**config.mk**
```make
export PLATFORM = sky130hd
export DESIGN_NAME = indexed_move_and_push_exec
export DESIGN_NICKNAME = d
export VERILOG_FILES = /design/src/ixmp_pkg.sv /design/src/ixmp_decode.sv /design/src/indexed_move_and_push_exec.sv
export SDC_FILE = /design/constraint.sdc
export NUM_CORES = 1
export LEC_CHECK = 0
export BUFFER_PORTS_ARGS = -buffer_cell sky130_fd_sc_hd__buf_2
export CAP_MARGIN = 10
export CORE_AREA = 3 3 79 81
export CTS_BUF_LIST = sky130_fd_sc_hd__clkbuf_4 sky130_fd_sc_hd__clkbuf_8
export DETAILED_ROUTE_END_ITERATION = 8
export DIE_AREA = 0 0 82 84
export PLACE_DENSITY = 0.79
export RECOVER_POWER = 50
export REMOVE_ABC_BUFFERS = 1
export SLEW_MARGIN = 15
export SYNTH_ARGS = -nofsm -noshare
export SYNTH_HDL_FRONTEND = slang
export SYNTH_SLANG_ARGS = --single-unit
```
**constraint.sdc**
```tcl
create_clock -name clk -period 4.3 [get_ports clk]
set_clock_uncertainty 0.2 [all_clocks]
set_input_delay 0 -clock clk [delete_from_list [all_inputs] [get_ports clk]]
set_output_delay 0 -clock clk [all_outputs]
set_load 0.005 [all_outputs]
```
**src/ixmp_pkg.sv**
```systemverilog
package ixmp_pkg;

    // widths
    localparam int ADDR_W = 12;
    localparam int DATA_W = 8;
    localparam int WORD_W = 16;
    localparam int OFS_W  = 7;

    // opcode fields
    localparam int          OPC_HI_MSB   = 15;
    localparam int          OPC_HI_LSB   = 8;
    localparam int          OPC_NIB_LSB  = 12;
    localparam int          OFS_MODE_BIT = 7;
    localparam logic [7:0]  MOVE_HI_CODE = 8'hEB;
    localparam logic [3:0]  MOVE_W2_NIB  = 4'hF;
    localparam logic [7:0]  PUSH_HI_CODE = 8'hFA;

    // reset values, indirect read value and decrement step
    localparam logic [ADDR_W-1:0] SFP_RESET   = 12'h000;
    localparam logic [DATA_W-1:0] DATA_RESET  = 8'h00;
    localparam logic [DATA_W-1:0] INDIRECT_RD = 8'h00;
    localparam logic [ADDR_W-1:0] ADDR_ONE    = 12'h001;

    // four phases per instruction cycle, one clock each
    typedef enum logic [3:0] {
        PH_Q1 = 4'b0001,
        PH_Q2 = 4'b0010,
        PH_Q3 = 4'b0100,
        PH_Q4 = 4'b1000
    } phase_e;

    typedef enum logic [3:0] {
        EX_IDLE = 4'b0001,
        EX_SRC  = 4'b0010,
        EX_DST  = 4'b0100,
        EX_PUSH = 4'b1000
    } exec_e;

    // pointer plus offset, kept to the data space width
    function automatic logic [ADDR_W-1:0] index_addr(input logic [ADDR_W-1:0] base,
                                                     input logic [OFS_W-1:0]  ofs);
        logic [ADDR_W:0] sum;
        sum        = {1'b0, base} + {{(ADDR_W + 1 - OFS_W){1'b0}}, ofs};
        index_addr = sum[ADDR_W-1:0];
    endfunction : index_addr

    function automatic logic is_indirect(input logic [ADDR_W-1:0] a,
                                         input logic [ADDR_W-1:0] lo,
                                         input logic [ADDR_W-1:0] hi);
        is_indirect = (a >= lo) && (a <= hi);
    endfunction : is_indirect

endpackage : ixmp_pkg

```
**src/ixmp_decode.sv**
```systemverilog
`timescale 1ns/1ps
module ixmp_decode (
    // fetched word
    input  wire logic [15:0] word,
    input  wire logic        ext_enable,
    // decoded
    output logic             move_first,
    output logic             move_second,
    output logic             push_op,
    output logic [6:0]       offset,
    output logic [7:0]       literal
);
    wire logic [7:0] hi_byte;
    wire logic [3:0] hi_nib;

    assign hi_byte = word[ixmp_pkg::OPC_HI_MSB:ixmp_pkg::OPC_HI_LSB];
    assign hi_nib  = word[ixmp_pkg::OPC_HI_MSB:ixmp_pkg::OPC_NIB_LSB];

    // first move word and push recognised only with the extended set on; the second-word match is not gated
    assign move_first  = ext_enable && (hi_byte == ixmp_pkg::MOVE_HI_CODE)
                         && word[ixmp_pkg::OFS_MODE_BIT];
    assign move_second = hi_nib == ixmp_pkg::MOVE_W2_NIB;
    assign push_op     = ext_enable && (hi_byte == ixmp_pkg::PUSH_HI_CODE);
    assign offset      = word[ixmp_pkg::OFS_W-1:0];
    assign literal     = word[ixmp_pkg::DATA_W-1:0];
endmodule : ixmp_decode

```
**src/indexed_move_and_push_exec.sv**
```systemverilog
`timescale 1ns/1ps
// How it works
// - move decodes as word EB with bit7 set; the second (F) word is taken unchecked, 7-bit offsets.
// - move addresses are stack frame pointer plus each 7-bit offset.
// - both move addresses may fall anywhere in 000h..FFFh.
// - source in indirect register range reads as 00h.
// - destination in indirect register range: no write, instruction is a no-op.
// - move takes two cycles: read source in Q4, write destination in Q4.
// - push decodes as upper byte FA with literal low byte, one cycle.
// - push writes literal at the current stack frame pointer.
// - pointer decrements by one after the write, write uses old value.
// - both are recognised only while the extended set is enabled.
module indexed_move_and_push_exec #(
    parameter logic [11:0] IND_LO = 12'hFE0,
    parameter logic [11:0] IND_HI = 12'hFEF
) (
    // clock and reset
    input  wire logic        clk,
    input  wire logic        arst_n,
    // fetch stream
    input  wire logic [15:0] instr_word,
    input  wire logic        ext_enable,
    output logic             claim,
    output logic [3:0]       phase,
    // stack frame pointer load from the core
    input  wire logic        sfp_load,
    input  wire logic [11:0] sfp_load_val,
    output logic [11:0]      stack_frame_pointer,
    // data memory
    output logic [11:0]      mem_addr,
    output logic             mem_rd,
    input  wire logic [7:0]  mem_rdata,
    output logic             mem_wr,
    output logic [7:0]       mem_wdata
);

    ////////////////////////////////////////////////////////////////////////////////
    // state

    ixmp_pkg::phase_e  phase_r;
    ixmp_pkg::phase_e  phase_nxt;
    ixmp_pkg::exec_e   exec_r;
    ixmp_pkg::exec_e   exec_nxt;
    logic [11:0]       sfp_r;
    logic [11:0]       sfp_nxt;
    logic [6:0]        ofs_r;
    logic [6:0]        ofs_nxt;
    logic [7:0]        data_r;
    logic [7:0]        data_nxt;
    logic [11:0]       addr_r;
    logic [11:0]       addr_nxt;
    logic              rd_r;
    logic              rd_nxt;
    logic              wr_r;
    logic              wr_nxt;
    logic              claim_r;
    logic              claim_nxt;

    ////////////////////////////////////////////////////////////////////////////////
    // decode

    logic        dec_move1;
    logic        dec_push;
    logic [6:0]  dec_ofs;
    logic [7:0]  dec_lit;

    ixmp_decode u_decode (
        .word        (instr_word),
        .ext_enable  (ext_enable),
        .move_first  (dec_move1),
        .move_second (),
        .push_op     (dec_push),
        .offset      (dec_ofs),
        .literal     (dec_lit)
    );

    wire logic        at_q1;
    wire logic        at_q3;
    wire logic        at_q4;
    wire logic [11:0] idx_addr;
    wire logic        idx_indirect;
    wire logic [11:0] sfp_dec;
    wire logic        take_any;
    wire logic        addr_indirect;
    wire logic [7:0]  src_data;
    wire logic [11:0] sfp_held;

    assign at_q1        = phase_r == ixmp_pkg::PH_Q1;
    assign at_q3        = phase_r == ixmp_pkg::PH_Q3;
    assign at_q4        = phase_r == ixmp_pkg::PH_Q4;
    // pointer plus offset, carry out dropped
    assign idx_addr     = ixmp_pkg::index_addr(sfp_r, ofs_r);
    assign idx_indirect = ixmp_pkg::is_indirect(idx_addr, IND_LO, IND_HI);
    assign sfp_dec      = sfp_r - ixmp_pkg::ADDR_ONE;
    assign take_any     = dec_move1 || dec_push;
    // tests the latched read address, so a pointer load in Q3 cannot split address and test
    assign addr_indirect = ixmp_pkg::is_indirect(addr_r, IND_LO, IND_HI);
    assign src_data     = addr_indirect ? ixmp_pkg::INDIRECT_RD : mem_rdata;
    // core load lands on any clock; only the push decrement overrides it
    assign sfp_held     = sfp_load ? sfp_load_val : sfp_r;

    ////////////////////////////////////////////////////////////////////////////////
    // phase ring

    always_comb begin
        unique case (phase_r)
            ixmp_pkg::PH_Q1: phase_nxt = ixmp_pkg::PH_Q2;
            ixmp_pkg::PH_Q2: phase_nxt = ixmp_pkg::PH_Q3;
            ixmp_pkg::PH_Q3: phase_nxt = ixmp_pkg::PH_Q4;
            ixmp_pkg::PH_Q4: phase_nxt = ixmp_pkg::PH_Q1;
            default:         phase_nxt = ixmp_pkg::PH_Q1;
        endcase
    end

    ////////////////////////////////////////////////////////////////////////////////
    // execution sequence

    always_comb begin
        exec_nxt  = exec_r;
        ofs_nxt   = ofs_r;
        data_nxt  = data_r;
        addr_nxt  = addr_r;
        rd_nxt    = 1'b0;
        wr_nxt    = 1'b0;
        claim_nxt = claim_r;
        sfp_nxt   = sfp_held;
        unique case (exec_r)
            ixmp_pkg::EX_IDLE: begin
                if (at_q1) begin
                    claim_nxt = take_any;
                    if (dec_move1) begin
                        exec_nxt = ixmp_pkg::EX_SRC;
                        ofs_nxt  = dec_ofs;
                    end else if (dec_push) begin
                        exec_nxt = ixmp_pkg::EX_PUSH;
                        data_nxt = dec_lit;
                    end
                end
            end
            ixmp_pkg::EX_SRC: begin
                if (at_q3) begin
                    addr_nxt = idx_addr;
                    rd_nxt   = 1'b1;
                end
                if (at_q4) begin
                    // read strobe still goes out, indirect data is replaced
                    data_nxt = src_data;
                    exec_nxt = ixmp_pkg::EX_DST;
                end
            end
            ixmp_pkg::EX_DST: begin
                if (at_q1) begin
                    // a malformed second word is taken as the offset anyway
                    ofs_nxt = dec_ofs;
                end
                // an indirect target drops the strobe, claim still runs both cycles
                if (at_q3 && !idx_indirect) begin
                    addr_nxt = idx_addr;
                    wr_nxt   = 1'b1;
                end
                if (at_q4) begin
                    exec_nxt  = ixmp_pkg::EX_IDLE;
                    claim_nxt = 1'b0;
                end
            end
            ixmp_pkg::EX_PUSH: begin
                if (at_q3) begin
                    // pointer as it stood before the decrement
                    addr_nxt = sfp_r;
                    wr_nxt   = 1'b1;
                end
                if (at_q4) begin
                    // decrement after the write, overriding a same-cycle load
                    sfp_nxt   = sfp_dec;
                    exec_nxt  = ixmp_pkg::EX_IDLE;
                    claim_nxt = 1'b0;
                end
            end
            default: begin
                exec_nxt  = ixmp_pkg::EX_IDLE;
                claim_nxt = 1'b0;
            end
        endcase
    end

    ////////////////////////////////////////////////////////////////////////////////
    // registers

    always_ff @(posedge clk or negedge arst_n) begin
        if (!arst_n) begin
            phase_r <= ixmp_pkg::PH_Q1;
            exec_r  <= ixmp_pkg::EX_IDLE;
            sfp_r   <= ixmp_pkg::SFP_RESET;
            ofs_r   <= '0;
            data_r  <= ixmp_pkg::DATA_RESET;
            addr_r  <= ixmp_pkg::SFP_RESET;
            rd_r    <= 1'b0;
            wr_r    <= 1'b0;
            claim_r <= 1'b0;
        end else begin
            phase_r <= phase_nxt;
            exec_r  <= exec_nxt;
            sfp_r   <= sfp_nxt;
            ofs_r   <= ofs_nxt;
            data_r  <= data_nxt;
            addr_r  <= addr_nxt;
            rd_r    <= rd_nxt;
            wr_r    <= wr_nxt;
            claim_r <= claim_nxt;
        end
    end

    assign claim               = claim_r;
    assign phase               = phase_r;
    assign stack_frame_pointer = sfp_r;
    assign mem_addr            = addr_r;
    assign mem_rd              = rd_r;
    assign mem_wr              = wr_r;
    assign mem_wdata           = data_r;

endmodule : indexed_move_and_push_exec

```
==> results.ini <==
[sta]
setup_tns_ps = 0
slew_headroom_pct = -78.12
hold_viol_final = 0
finalSetupViolCount = 0
hold_ws_ps = 14.64
period_share_pct = 83.63
fin_crit_ps = 3596
slew_violations = 51
tightest_slew_ps = 2672
rsz0062_at_grt = false
max_freq_mhz = 278.1
setup_ws_ps = 704.0

[routing]
route.detailed.drc = 0
vias = 2927
first_iter_violations = 291
avgViaCountPerCell = 5.854
routed_wl_um = 8228
antenna_left = 0
dr.pass1.iters = 5
wl_per_cell_um = 16.46

[yosys]
seq_area_frac_synth_pct = 41.05
syn_area_per_cell_um2 = 9.727
synth_compound_area_share_pct = 18.27
async_reset_ff_share_pct = 100.0
yosysTopAreaCell = dfrtp_1
netlist_instances = 314
synth.most_common_cell = dfrtp_1
synthAdderAreaFrac_pct = 3.933
synth_area_leaders = dfrtp_1 39%, mux2_2 6.3%, mux2_4 4.9%
synth.area.mux_share_pct = 11.51
synth_top_family_by_area = simple AND/OR/NAND/NOR gates
synth_top_area_share_pct = 39.33
synth-xor-area-share_pct = 3.154
synth_flop_cell = dfrtp_1
ys_seq_elements = 50
post_synth_instance_area_um2 = 3054
synth_edf_count = 0
synthSimpleGateAreaFrac_pct = 18.64
synthTopCellsByCount = 48 x dfrtp_1, 30 x nand2_1, 28 x nor2_1, 24 x o21ai_0, 18 x a21oi_1
ys_types = 55
ys_warn_count = 0

[clock_network]
root_buffer = clkbuf_8
cts_sinks = 50
cts_buffers = 5
clk_pin_slew_worst_paths_ps = 100
clk_latency_ps = 310
max-clock-path-buffers = 2
cts-resized-gates = 0
h-tree-depth = 2
cts_tree = built

[status]
status = complete, but fails checks
violations = max-capacitance violations, max-slew violations

[finish]
drive_above_1_share_pct = 26.40
fin_area_um2 = 3991
synthToLayoutAreaGrowth_pct = 30.68
stdcell_count = 500
nNetsFinal = 476
diodes = 0
utilization_pct = 72.04

[placed_design]
dp_slack_ps = 754.6
io_buffers = 78
dpl_cell_area_um2 = 3478
placed_cells = 453
post-dp-hpwl_um = 5440
gp_congestion = 0.9050

[power_and_ir_drop]
p_leak_nw = 1.774
power_density_nw_per_um2 = 378.5
finalPower_mw = 1.511
peakVddDrop_mv = 0.2440

[setup_path]
worst_setup_path_start_kind = flip-flop
required_ps = 4300
cp_max_fo = 12
cp-end-kind = flip-flop
critical_path_class = flip-flop to flip-flop
worstPathArrival_ps = 3600

[hold_path]
hold_path_class = primary input to flip-flop

[global_route]
antenna_found_initial = 0
track_usage_pct = 24.29
grt_start_max_net_pins = 51
grt.overflow.total = 0
grt_pass1_vias = 2765
grt_pass1_wl_um = 13100

[floorplan]
dieArea_um2 = 6888
start_util_pct = 55.13
io_pins = 79
fp.dieW_um = 82
die_y_um = 84
fp.coreArea_um2 = 5540
rows = 27

[job]
drv_cap = 1

-- worst max-delay path, cell delays in order (launching register included) --
cell	delay (ps)
dfrtp_1	440
ha_1	270
fa_1	410
a211o_1	360
o21ai_1	250
a2111oi_0	190
or3b_4	440
a31oi_4	510
mux2_2	400
-- path summary, 6_finish.rpt --
check / depth (start not counted) / slack (ps) / endpoint / startpoint
max: 8 / 700 / mem_addr[0] / stack_frame_pointer[0]
min: 4 / 10 / stack_frame_pointer[3] / sfp_load
max reg2reg: 8 / 700 / mem_addr[0] / stack_frame_pointer[0]
min reg2reg: 2 / 280 / claim / claim
max in group asynchronous: 2 / 1510 / stack_frame_pointer[8] / arst_n
min in group asynchronous: 2 / 850 / stack_frame_pointer[3] / arst_n
-- placed cells by master (no fill, tap or decap), types with 3 or more instances in the layout --
master          n
nand3b_1        3
nand2b_1        5
a21oi_1        18
nor2_1         28
nor4_1          3
a22oi_1         4
clkbuf_1       12
a22o_1          8
dlygate4sd3_1  39
clkbuf_8        5
o21ai_0        24
mux2_2         17
buf_2          66
nand3_1         6
o211ai_1        4
nand2_1        30
inv_1           9
nor3_1         15
dfrtp_1        48
mux2_4         10
nor2b_1         3
xnor2_1         5
xor2_1          6
or3_1           5
ha_1            8
-- flip-flops by register name, indices dropped and copies added (netlist names) --
name / count
stack_frame_pointer: 12
phase: 4
ofs_r: 7
mem_wr: 1
mem_rd: 1
mem_addr: 12
mem_wdata: 8
exec_r: 4
claim: 1
-- layer usage --
metal / vias to the layer above / track usage [%] / wire length (µm)
met3: 24 / 4.104 / 486
met2: 133 / 40.34 / 4169
met5: - / 0 / 0
met1: 1385 / 31.43 / 3359
met4: 0 / 8.308 / 213
li1: 1385 / - / -
-- cell type report --
class	count	area, µm²
multi-input combinational	242	1695
fill	449	1549
sequential	50	1254
timing repair buffer	119	780.7
tap	72	90.09
clock buffer	5	68.82
clock inverter	3	68.82
inverter	9	33.78
-- where the power goes --
part           switching [mW]  internal, mW  total, mW
combinational           0.218         0.253      0.471
clock                   0.166         0.233      0.399
sequential             0.0787         0.562      0.641
total                   0.462          1.05       1.51
-- kinds of logic (layout without fill, tap and decap cells) --
group | Yosys count | in the layout
mux | 28 | 28
xor+xnor | 11 | 11
buf+inv | 22 | 136
simple gates | 112 | 112
fa+ha+maj | 9 | 9
flops | 50 | 50
compound gates | 82 | 82
-- repair_timing --
action | 4_1_cts | 5_1_grt
setup buffers | 0 | 0
hold endpoints to repair | 78 | 0
hold buffers | 39 | 0
endpoints found under the setup margin | 0 | 0
Power figures use the tool's default switching activity.
